File: config.mk
export PLATFORM = sky130hd
export DESIGN_NAME = power_event_aggregator
export DESIGN_NICKNAME = d
export VERILOG_FILES = /design/src/hdl/pmev_pkg.sv /design/src/hdl/pmev_sync_edge.sv /design/src/hdl/power_event_aggregator.sv
export SDC_FILE = /design/constraint.sdc
export NUM_CORES = 1
export LEC_CHECK = 0
export ABC_AREA = 1
export BUFFER_PORTS_ARGS = -buffer_cell sky130_fd_sc_hd__buf_2
export CORE_ASPECT_RATIO = 1.75
export CORE_MARGIN = 4
export CORE_UTILIZATION = 60
export CTS_BUF_LIST = sky130_fd_sc_hd__clkbuf_4
export CTS_CLUSTER_DIAMETER = 50
export DETAILED_ROUTE_END_ITERATION = 8
export HOLD_SLACK_MARGIN = 0.06
export PLACE_DENSITY = 0.81
export SLEW_MARGIN = 20
export SYNTH_ARGS = -nofsm -noshare
export SYNTH_HDL_FRONTEND = slang
export SYNTH_SLANG_ARGS = --single-unit
File: constraint.sdc
create_clock -name ref_clk -period 1.5 [get_ports ref_clk]
set_clock_uncertainty 0.2 [all_clocks]
set_input_delay 0.225 -clock ref_clk [delete_from_list [all_inputs] [get_ports ref_clk]]
set_output_delay 0.225 -clock ref_clk [all_outputs]
set_load 0.01 [all_outputs]
File: src/hdl/pmev_pkg.sv
// constants for the power event aggregator register block
package pmev_pkg;
    localparam int unsigned ADDR_W = 5;
    // byte offsets from the power block base
    localparam logic [4:0] OFS_PM_CTRL   = 5'h04;
    localparam logic [4:0] OFS_GPE_STS   = 5'h08;
    localparam logic [4:0] OFS_GPE_EN    = 5'h09;
    localparam logic [4:0] OFS_WSTS_A    = 5'h0C;
    localparam logic [4:0] OFS_WSTS_B    = 5'h0D;
    localparam logic [4:0] OFS_WEN_A     = 5'h0E;
    localparam logic [4:0] OFS_WEN_B     = 5'h0F;
    localparam logic [4:0] OFS_WMST_STS  = 5'h10;
    localparam logic [4:0] OFS_WMST_EN   = 5'h11;
    localparam logic [4:0] OFS_SMI_STS_A = 5'h12;
    localparam logic [4:0] OFS_SMI_STS_B = 5'h13;
    localparam logic [4:0] OFS_SMI_EN_A  = 5'h14;
    localparam logic [4:0] OFS_SMI_EN_B  = 5'h15;
    // field positions
    localparam int unsigned GLOBAL_SCI_ENABLE_BIT   = 0;
    localparam int unsigned GPE_EN_BIT   = 0;
    localparam int unsigned MFLAG_BIT    = 0;
    localparam int unsigned MGATE_BIT    = 0;
    localparam int unsigned RING_BIT     = 5;
    localparam int unsigned CIR_BIT      = 0;
    localparam int unsigned SMI_RING_EN  = 0;
    localparam int unsigned SMI_P12_BIT  = 4;
    localparam int unsigned SMI_CIR_EN   = 5;
    localparam int unsigned SMI_ROUTE_EN = 6;
    localparam int unsigned SMI_OUT_EN   = 7;
    localparam int unsigned SLP_SMI_BIT  = 7;
    // masks and reset value
    localparam logic [7:0] REG_RESET    = 8'h00;
    localparam logic [7:0] SMI_A_MASK   = 8'hFE;
    localparam logic [7:0] SMI_B_LIVE   = 8'h13;
    localparam logic [7:0] SMI_B_RDCLR  = 8'h8C;
    localparam logic [7:0] SMI_B_EN_LO  = 8'h0F;
endpackage : pmev_pkg

File: src/hdl/pmev_sync_edge.sv
// two-stage synchroniser with rising edge detect
`timescale 1ns/10ps
module pmev_sync_edge #(
    parameter int unsigned W = 8
) (
    input  wire logic         ref_clk,
    input  wire logic         reset_n,
    input  wire logic [W-1:0] async_in,
    output logic      [W-1:0] level,
    output logic      [W-1:0] rise
);
    logic [W-1:0] meta;
    logic [W-1:0] level_q;

    // first stage feeds only the second stage
    always_ff @(posedge ref_clk) begin
        if (!reset_n) begin
            meta    <= '0;
            level   <= '0;
            level_q <= '0;
        end else begin
            meta    <= async_in;
            level   <= meta;
            level_q <= level;
        end
    end

    // one pulse per low-to-high transition
    assign rise = level & ~level_q;
endmodule : pmev_sync_edge

File: src/hdl/power_event_aggregator.sv
// wake, sci and group management interrupt aggregator with byte registers
`timescale 1ns/10ps
module power_event_aggregator
    import pmev_pkg::*;
(
    input  wire logic              ref_clk,
    input  wire logic              reset_n,
    input  wire logic [ADDR_W-1:0] io_addr,
    input  wire logic [7:0]        io_wdata,
    input  wire logic              io_wr,
    input  wire logic              io_rd,
    output logic      [7:0]        io_rdata,
    input  wire logic [7:0]        wake_src_a,
    input  wire logic [7:0]        wake_src_b,
    input  wire logic [7:0]        smi_src_a,
    input  wire logic [7:0]        smi_src_b,
    input  wire logic              irq_mux_serial_sel,
    output logic                   wake_pme_n_out,
    output logic                   wake_pme_oe,
    output logic                   sci_req,
    output logic                   group_mgmt_interrupt_out_n,
    output logic                   group_mgmt_interrupt_oe,
    output logic                   serirq_smi_req
);
    logic [7:0] global_sci_enable;
    logic [7:0] sci_gpe_enable;
    logic [7:0] wake_source_status_a;
    logic [7:0] wake_source_status_b;
    logic [7:0] wake_source_enable_a;
    logic [7:0] wake_source_enable_b;
    logic       wake_master_flag;
    logic [7:0] wake_master_gate;
    logic       wake_sci_status;
    logic [7:0] smi_enable_a;
    logic [7:0] smi_enable_b;
    logic [7:0] smi_latch_b;
    logic       smi_active;
    logic       smi_grp_q;
    logic       pme_drive;
    logic [7:0] wake_lvl_a;
    logic [7:0] wake_lvl_b;
    logic [7:0] wake_rise_a;
    logic [7:0] wake_rise_b;
    logic [7:0] smi_lvl_a;
    logic [7:0] smi_lvl_b;
    logic [7:0] smi_rise_a;
    logic [7:0] smi_rise_b;
    logic [7:0] smi_view_a;
    logic [7:0] smi_view_b;
    logic       smi_grp;
    logic       smi_wake_ev;
    logic       en_ev;
    logic       any_ev;
    logic       pending;
    logic       mst_clr;
    logic       sci_clr;

    // write or read strobe decode for one offset
    function automatic logic hit(input logic [4:0] a, input logic [4:0] ofs,
                                 input logic s);
        return s && (a == ofs);
    endfunction : hit

    // sticky status update where a new set beats a same-cycle clear
    function automatic logic [7:0] sticky(input logic [7:0] old, input logic [7:0] set,
                                          input logic [7:0] clr);
        return (old & ~clr) | set;
    endfunction : sticky

    pmev_sync_edge #(.W(16)) u_wake_sync (
        .ref_clk  (ref_clk),
        .reset_n  (reset_n),
        .async_in ({wake_src_b, wake_src_a}),
        .level    ({wake_lvl_b, wake_lvl_a}),
        .rise     ({wake_rise_b, wake_rise_a})
    );

    pmev_sync_edge #(.W(16)) u_smi_sync (
        .ref_clk  (ref_clk),
        .reset_n  (reset_n),
        .async_in ({smi_src_b, smi_src_a}),
        .level    ({smi_lvl_b, smi_lvl_a}),
        .rise     ({smi_rise_b, smi_rise_a})
    );

    // live and latched management interrupt views
    assign smi_view_a = smi_lvl_a & SMI_A_MASK;
    assign smi_view_b = (smi_lvl_b & SMI_B_LIVE) | smi_latch_b;

    // group interrupt from both enable registers, with the sleep status bit ungated
    assign smi_grp = (|(smi_enable_a & smi_view_a))
                   | (smi_enable_a[SMI_RING_EN] & wake_source_status_a[RING_BIT])
                   | (|(smi_enable_b & SMI_B_EN_LO & smi_view_b))
                   | (smi_enable_b[SMI_P12_BIT] & smi_view_b[SMI_P12_BIT])
                   | (smi_enable_b[SMI_CIR_EN] & wake_source_status_a[CIR_BIT])
                   | smi_view_b[SLP_SMI_BIT];

    // wake events, including routed group interrupts
    assign smi_wake_ev = smi_enable_b[SMI_ROUTE_EN] & smi_grp & ~smi_grp_q;
    assign en_ev   = (|(wake_rise_a & wake_source_enable_a))
                   | (|(wake_rise_b & wake_source_enable_b))
                   | smi_wake_ev;
    assign any_ev  = en_ev;
    assign pending = (|(wake_source_status_a & wake_source_enable_a))
                   | (|(wake_source_status_b & wake_source_enable_b))
                   | (smi_enable_b[SMI_ROUTE_EN] & smi_grp);
    assign mst_clr = hit(io_addr, OFS_WMST_STS, io_wr) & io_wdata[MFLAG_BIT] & ~pending;
    assign sci_clr = hit(io_addr, OFS_GPE_STS, io_wr) & io_wdata[0] & ~pending;

    // control registers written by the host
    always_ff @(posedge ref_clk) begin
        if (!reset_n) begin
            global_sci_enable    <= REG_RESET;
            sci_gpe_enable       <= REG_RESET;
            wake_source_enable_a <= REG_RESET;
            wake_source_enable_b <= REG_RESET;
            wake_master_gate     <= REG_RESET;
            smi_enable_a         <= REG_RESET;
            smi_enable_b         <= REG_RESET;
        end else begin
            // unused bits are never stored, so they read zero
            if (hit(io_addr, OFS_PM_CTRL, io_wr))
                global_sci_enable <= {7'h00, io_wdata[GLOBAL_SCI_ENABLE_BIT]};
            if (hit(io_addr, OFS_GPE_EN, io_wr))
                sci_gpe_enable <= {7'h00, io_wdata[GPE_EN_BIT]};
            if (hit(io_addr, OFS_WEN_A, io_wr))
                wake_source_enable_a <= io_wdata;
            if (hit(io_addr, OFS_WEN_B, io_wr))
                wake_source_enable_b <= io_wdata;
            if (hit(io_addr, OFS_WMST_EN, io_wr))
                wake_master_gate <= {7'h00, io_wdata[MGATE_BIT]};
            if (hit(io_addr, OFS_SMI_EN_A, io_wr))
                smi_enable_a <= io_wdata;
            if (hit(io_addr, OFS_SMI_EN_B, io_wr))
                smi_enable_b <= io_wdata;
        end
    end

    // per-source wake status, write one to clear
    always_ff @(posedge ref_clk) begin
        if (!reset_n) begin
            wake_source_status_a <= REG_RESET;
            wake_source_status_b <= REG_RESET;
        end else begin
            wake_source_status_a <= sticky(wake_source_status_a, wake_rise_a,
                hit(io_addr, OFS_WSTS_A, io_wr) ? io_wdata : 8'h00);
            wake_source_status_b <= sticky(wake_source_status_b, wake_rise_b,
                hit(io_addr, OFS_WSTS_B, io_wr) ? io_wdata : 8'h00);
        end
    end

    // master wake flag: set on an enabled edge, cleared only when idle
    always_ff @(posedge ref_clk) begin
        if (!reset_n)
            wake_master_flag <= 1'b0;
        else if (en_ev)
            wake_master_flag <= 1'b1;
        else if (mst_clr)
            wake_master_flag <= 1'b0;
    end

    // sci event status follows the same set and clear policy
    always_ff @(posedge ref_clk) begin
        if (!reset_n)
            wake_sci_status <= 1'b0;
        else if (any_ev)
            wake_sci_status <= 1'b1;
        else if (sci_clr)
            wake_sci_status <= 1'b0;
    end

    // read-clear management status bits; a new edge wins over the read
    always_ff @(posedge ref_clk) begin
        if (!reset_n)
            smi_latch_b <= REG_RESET;
        else
            smi_latch_b <= sticky(smi_latch_b, smi_rise_b & SMI_B_RDCLR,
                hit(io_addr, OFS_SMI_STS_B, io_rd) ? SMI_B_RDCLR : 8'h00);
    end

    // output stage: nPME, sci and group interrupt routing
    always_ff @(posedge ref_clk) begin
        if (!reset_n) begin
            pme_drive               <= 1'b0;
            sci_req                 <= 1'b0;
            smi_active              <= 1'b0;
            smi_grp_q               <= 1'b0;
            group_mgmt_interrupt_oe <= 1'b0;
            serirq_smi_req          <= 1'b0;
        end else begin
            pme_drive  <= wake_master_flag & wake_master_gate[MGATE_BIT];
            sci_req    <= wake_sci_status & sci_gpe_enable[GPE_EN_BIT]
                        & global_sci_enable[GLOBAL_SCI_ENABLE_BIT];
            smi_active <= smi_grp;
            smi_grp_q  <= smi_grp;
            group_mgmt_interrupt_oe <= smi_enable_b[SMI_OUT_EN]
                                     & ~irq_mux_serial_sel;
            serirq_smi_req <= smi_enable_b[SMI_OUT_EN] & irq_mux_serial_sel & smi_grp;
        end
    end

    // pins low while asserted; only nPME is open-drain style, the group pin drives high while enabled
    assign wake_pme_n_out             = ~pme_drive;
    assign wake_pme_oe                = pme_drive;
    assign group_mgmt_interrupt_out_n = ~smi_active;

    // read data register; unmapped offsets return zero
    always_ff @(posedge ref_clk) begin
        if (!reset_n)
            io_rdata <= REG_RESET;
        else if (io_rd) begin
            unique case (io_addr)
                OFS_PM_CTRL:   io_rdata <= global_sci_enable;
                OFS_GPE_STS:   io_rdata <= {7'h00, wake_sci_status};
                OFS_GPE_EN:    io_rdata <= sci_gpe_enable;
                OFS_WSTS_A:    io_rdata <= wake_source_status_a;
                OFS_WSTS_B:    io_rdata <= wake_source_status_b;
                OFS_WEN_A:     io_rdata <= wake_source_enable_a;
                OFS_WEN_B:     io_rdata <= wake_source_enable_b;
                OFS_WMST_STS:  io_rdata <= {7'h00, wake_master_flag};
                OFS_WMST_EN:   io_rdata <= wake_master_gate;
                OFS_SMI_STS_A: io_rdata <= smi_view_a;
                OFS_SMI_STS_B: io_rdata <= smi_view_b;
                OFS_SMI_EN_A:  io_rdata <= smi_enable_a;
                OFS_SMI_EN_B:  io_rdata <= smi_enable_b;
                default:       io_rdata <= REG_RESET;
            endcase
        end
    end
endmodule : power_event_aggregator

### After elaboration in Yosys (flattened, before gate mapping)

Index checks and enable logic that the tools add are counted.
Widths: inputs -> output; s select.

* output and inout bits: 14
* input bits: 50
* word-level logic and storage cells: 113
* register bits after elaboration: 170

* equality and inequality tests: 13
* mux-type cells: 8
* bitwise operators: 48
* reductions and logical operators: 20

Operators with widths (count)
* $pmux 8 s13: 1
* $and 8x8->8: 8
* $reduce_or 8->1: 6
* $and 16x16->16: 2
* $not 16->16: 2
* $eq 5x4->1 const B: 6
* $eq 5x5->1 const B: 6
* $mux 8: 3
* $not 8->8: 3
* $or 8x8->8: 3
* $and 1x1->1: 15
* $logic_and 1x1->1: 12
* $or 1x1->1: 9
* $and 4x8->8: 1
* $or 5x8->8: 1
* $eq 5x3->1 const B: 1
* $mux 1: 4
* $not 1->1: 4
* $reduce_bool 2->1: 2

### Logic depth before layout (Yosys ltp)

* depth in word-level cells: 13
* mapped depth: 11

### Cells and area by module

Synthesis repeated with hierarchy kept, for this count alone.

* cell total of the unflattened synthesis: 853
* area total of the unflattened synthesis: 6418.7 um^2

By module, submodules not included
* power_event_aggregator: cells each 491, times used 1, sequential area each 1381.3 um^2, area each 3455.8 um^2
* pmev_sync_edge: cells each 181, times used 2, sequential area each 960.9 um^2, area each 1481.4 um^2

### Least setup slack after synthesis

OpenSTA, ideal clock, no wires.

* kind: input to register
* from: input port io_addr[4]
* to: register wake_source_status_b[7]
* data arrival time: 1.085 ns
* library setup time: 0.133 ns
* path slack: 0.081 ns
* stages on the path: 7
* cells stage by stage: buf_2 -> nor2_4 -> nand2_4 -> inv_1 -> nand2_1 -> o21ai_0 -> a21oi_1

* longest elaborated chain between the ends: 6

Ends and longest elaborated chain
* start: declaration: line power_event_aggregator.sv:8 `input wire logic [ADDR_W-1:0] io_addr,`
* $eq 5x4->1: line power_event_aggregator.sv:61 `return s && (a == ofs);`
* $logic_and 1x1->1: line power_event_aggregator.sv:61
* $mux 8: line power_event_aggregator.sv:148 `hit(io_addr, OFS_WSTS_B, io_wr) ? io_wdata : 8'h00);`
* $not 8->8: line power_event_aggregator.sv:67 `return (old & ~clr) | set;`
* $and 8x8->8: line power_event_aggregator.sv:67
* $or 8x8->8: line power_event_aggregator.sv:67
* end signal: assignment: line power_event_aggregator.sv:147 `wake_source_status_b <= sticky(wake_source_status_b, wake_rise_b,`
* end: declaration: line power_event_aggregator.sv:28 `logic [7:0] wake_source_status_b;`

No other way between the ends.
A chain may end at the register's enable or synchronous reset.

==> results list <==
- The flow ran to the end, but the final reports show violations.
- Failing checks: DRC, hold timing, setup timing
- Global-route usage over all layers: approximately 45%
* Post-synthesis async set-or-reset flop share: 0%
* Post-Route Hold Slack: -60.33 ps
- Skew-Pair Late Insertion Delay: about 600 ps
- Required time at the endpoint of the critical path: ~1800 ps
* Power Dens Cells: roughly 950 mW/mm^2
- Placeable core region: 0.009151 mm^2
- Total number of clock tree sinks: approximately 150
* Lkg Pwr: around 3.9 nW
- The routed design has approximately 26 mm of wire.
- STA classifies the critical path endpoint as a register.
- Share of the yosys chip area belonging to registers: 51.53%
- Yosys mapped a number of flops with a built-in enable equal to 0.
- Averaged over all synthesized cells, the footprint is 7.216 um^2.
- Ratio of cells with drive above 1 in the final layout: between 20% and 30%
- Total Die Area: between 0.01 and 0.015 mm^2
- Among all flip-flop cells after synthesis, the most frequent one is sky130_fd_sc_hd__dfxtp_1.
* Cells after synthesis: between 700 and 800
* Clock transition at the registers of the reported paths: 140 ps
- Cell accounting for the most synthesized area: sky130_fd_sc_hd__dfxtp_1
* Largest cells by area after synthesis: sky130_fd_sc_hd__dfxtp_1 (52%), sky130_fd_sc_hd__nand2_1 (15%), sky130_fd_sc_hd__inv_1 (9.7%)
* Global-route wire length before repair: 36.45 mm
* Slack of the critical path: -382.7 ps
- Data on the critical path arrives at its endpoint at around 2200 ps.
- TritonCTS built the clock tree.
- Timing would allow up to around 530 MHz.
- Cell Area, Synth: roughly 0.0057 mm^2
- Maximum vdd ir drop: around 960 uV
- Buffers on Ports: 60
* Clock period minus worst slack: approximately 1900 ps
* Finished Cell Area: approximately 0.008 mm^2
* Part of the cycle the worst path needs: 125.5%
- Summed over all nets, the half-perimeter wirelength after detailed placement is approximately 12 mm.
- At the end of the flow, the number of nets in the layout was roughly 1,100.
- Via count of the routed design: slightly above 7,000
* Warnings, synthesis: 0
* Library cell used as clock root buffer: sky130_fd_sc_hd__clkbuf_4
- The share of synthesized area in the top cell type comes to between 50% and 60%.
- Count of endpoints failing hold in the final timing report: 11
* Grt total ovfl: 0
- Counting flops and latches in the post-synthesis netlist gives 146.
- The min-delay analysis places its worst path in the category input pin to register.
- In the routed layout, each cell is associated on average with a via count of about 6.2.
- Measured on the finished design, the core utilization comes to 87.48%.
- STA classifies the critical path startpoint as an input pin.
- Synthesis produced a netlist with a net count of around 840.
- Number of levels the H-tree was split into: 4
- The count of nets left with antenna violations once routing finished came out at 0.
- From synthesis to final layout, the design area changed by 41.14%.
- Counting instances in the post-synthesis netlist gives the leading cell types as sky130_fd_sc_hd__nand2_1 (228), sky130_fd_sc_hd__dfxtp_1 (146), sky130_fd_sc_hd__inv_1 (146).
- Post-Place Setup Slack: -256.1 ps
- Final setup violating endpoints: 7
- Final number of max-transition violations: 0
* Critical Path Fanout Max: 6
- Count of pins on the block boundary: between 60 and 70
* Die height: approximately 140 um
- Layout filler cell count: 436
- Yosys instantiated no cell more often than sky130_fd_sc_hd__nand2_1.
- After synthesis, the netlist uses 26 different library cells.
* Number of rows in the core area: 46
- The number of global-route vias before repair was 6,753.
* Total CTS buffers: 17
- For this run, the number of standard cells in the final layout without fillers is about 1,100.
* Crit Path Category: input pin to register
* Number of max-cap violations: 0
- Final estimated routing congestion in global placement: between 0.9 and 1
- Summing all multi-input logic gate instances after layout gives approximately 0.0021 mm^2.
- Worst slew slack as a fraction of its limit: just over 40%
* Actual transition at the worst max-transition pin: slightly below 900 ps
- DRC violations left: 14
* Longest Clk Path Bufs: 2
- DR pass1 iterations: 9
* Die boundary width: 81.50 um
- Summing all flip-flop and latch instances after layout gives 0.002953 mm^2.
* Routed WL per cell: roughly 23 um
* Largest net degree at the start of global routing: 42
- Setup repair after global routing missed its margin: true
* Number of antenna violations at the first check in global routing: 1
- Starting Density: 61.98%
- Standard cell area after detailed placement: between 0.006 and 0.007 mm^2
- Initial DRC Count: 1,435
- In this run, placement finished with an instance count of between 900 and 1,000.
[flip-flops by register name (all words and copies together), names as in the netlist, 3 cells and up]
register	cells
u_wake_sync.level	16
u_smi_sync.meta	13
u_wake_sync.meta	16
io_rdata	8
u_smi_sync.level	13
u_smi_sync.level_q	3
u_wake_sync.level_q	16
smi_latch_b	3
smi_enable_a	8
wake_source_enable_b	8
wake_source_status_b	8
smi_enable_b	8
wake_source_status_a	8
wake_source_enable_a	8
[final cells by class]
cell class                      count  share of cell area (%)
Multi-Input combinational cell    463                   26.81
Tap cell                          120                   1.876
Inverter                          151                   7.112
Clock inverter                     15                   1.829
Antenna cell                        1                 0.03126
Timing Repair Buffer              226                   23.87
Clock buffer                       17                   1.594
Sequential cell                   146                   36.89
[timing repair]
action | in CTS | in global routing
endpoints found under the setup margin | 3 | 26
hold buffers | 104 | 3
gates resized for setup | 7 | 52
buffers inserted | 0 | 4
hold endpoints to repair | 130 | 24
pin swaps | 0 | 13
[report_power, final]
group | total (mW) | internal [mW] | switching, mW
sequential | 4.11 | 4.01 | 0.100
combinational | 0.848 | 0.374 | 0.474
clock | 2.62 | 0.868 | 1.75
[cells by family after synthesis]
group	Yosys count	synth area share [%]
flops	146	51.53
compound gates	122	11.05
simple gates	341	25.35
buf+inv	177	12.07
[final timing paths]
path,from,endpoint,slack [ps],cells after the start
max,reset_n,wake_source_enable_b[2],-380,5
min,io_addr[0],sci_gpe_enable[0],-60,5
max reg2reg,u_wake_sync.level_q[13],wake_sci_status,-230,9
min reg2reg,u_wake_sync.meta[6],u_wake_sync.level[6],250,2
[cells in the final DEF (no fill, tap or decap), types with 3 or more instances in the layout]
cell type and n:
sky130_fd_sc_hd__inv_6 5, sky130_fd_sc_hd__buf_6 3, sky130_fd_sc_hd__o22ai_1 6, sky130_fd_sc_hd__nor2_1 36
sky130_fd_sc_hd__buf_4 54, sky130_fd_sc_hd__buf_2 57, sky130_fd_sc_hd__nor2_2 10, sky130_fd_sc_hd__inv_2 8
sky130_fd_sc_hd__nand4_1 7, sky130_fd_sc_hd__dfxtp_1 124, sky130_fd_sc_hd__nand2_2 9, sky130_fd_sc_hd__o21ai_0 42
sky130_fd_sc_hd__clkinv_4 3, sky130_fd_sc_hd__clkbuf_4 17, sky130_fd_sc_hd__dfxtp_2 21, sky130_fd_sc_hd__nand2_1 221
sky130_fd_sc_hd__nor2_4 4, sky130_fd_sc_hd__o21ai_1 9, sky130_fd_sc_hd__inv_1 142, sky130_fd_sc_hd__a21oi_1 60
sky130_fd_sc_hd__dlygate4sd3_1 104, sky130_fd_sc_hd__nand3_1 40, sky130_fd_sc_hd__nand3_2 4, sky130_fd_sc_hd__buf_12 6
[worst max-delay path, cell delays in order]
cell                            delay, ps
sky130_fd_sc_hd__buf_2                170
sky130_fd_sc_hd__buf_4                140
sky130_fd_sc_hd__dlygate4sd3_1        850
sky130_fd_sc_hd__o21ai_0              470
sky130_fd_sc_hd__a21oi_1              320
[stage by stage]
step                      hold slack [ps]  power [mW]  setup TNS [ps]
after CTS                          -36.18       7.199               0
after detailed placement            192.3       4.679           -8417
after global routing               -40.03       7.719          -978.8
after global placement              192.5       4.653           -6909
after floorplan                     97.38       4.396               0
final                              -60.33       7.578           -1031
[layer usage]
metal | vias up | wire (um) | global-route usage (%) | share of wire (%)
met5 | - | 0 | 0 | 0
met4 | 0 | 3170 | 35.53 | 12
met3 | 336 | 3507 | 12.85 | 13
met2 | 775 | 11670 | 71.69 | 44
met1 | 3149 | 8035 | 48.16 | 30
li1 | 2849 | - | - | -
No activity file was read; power rests on OpenSTA's default activity.
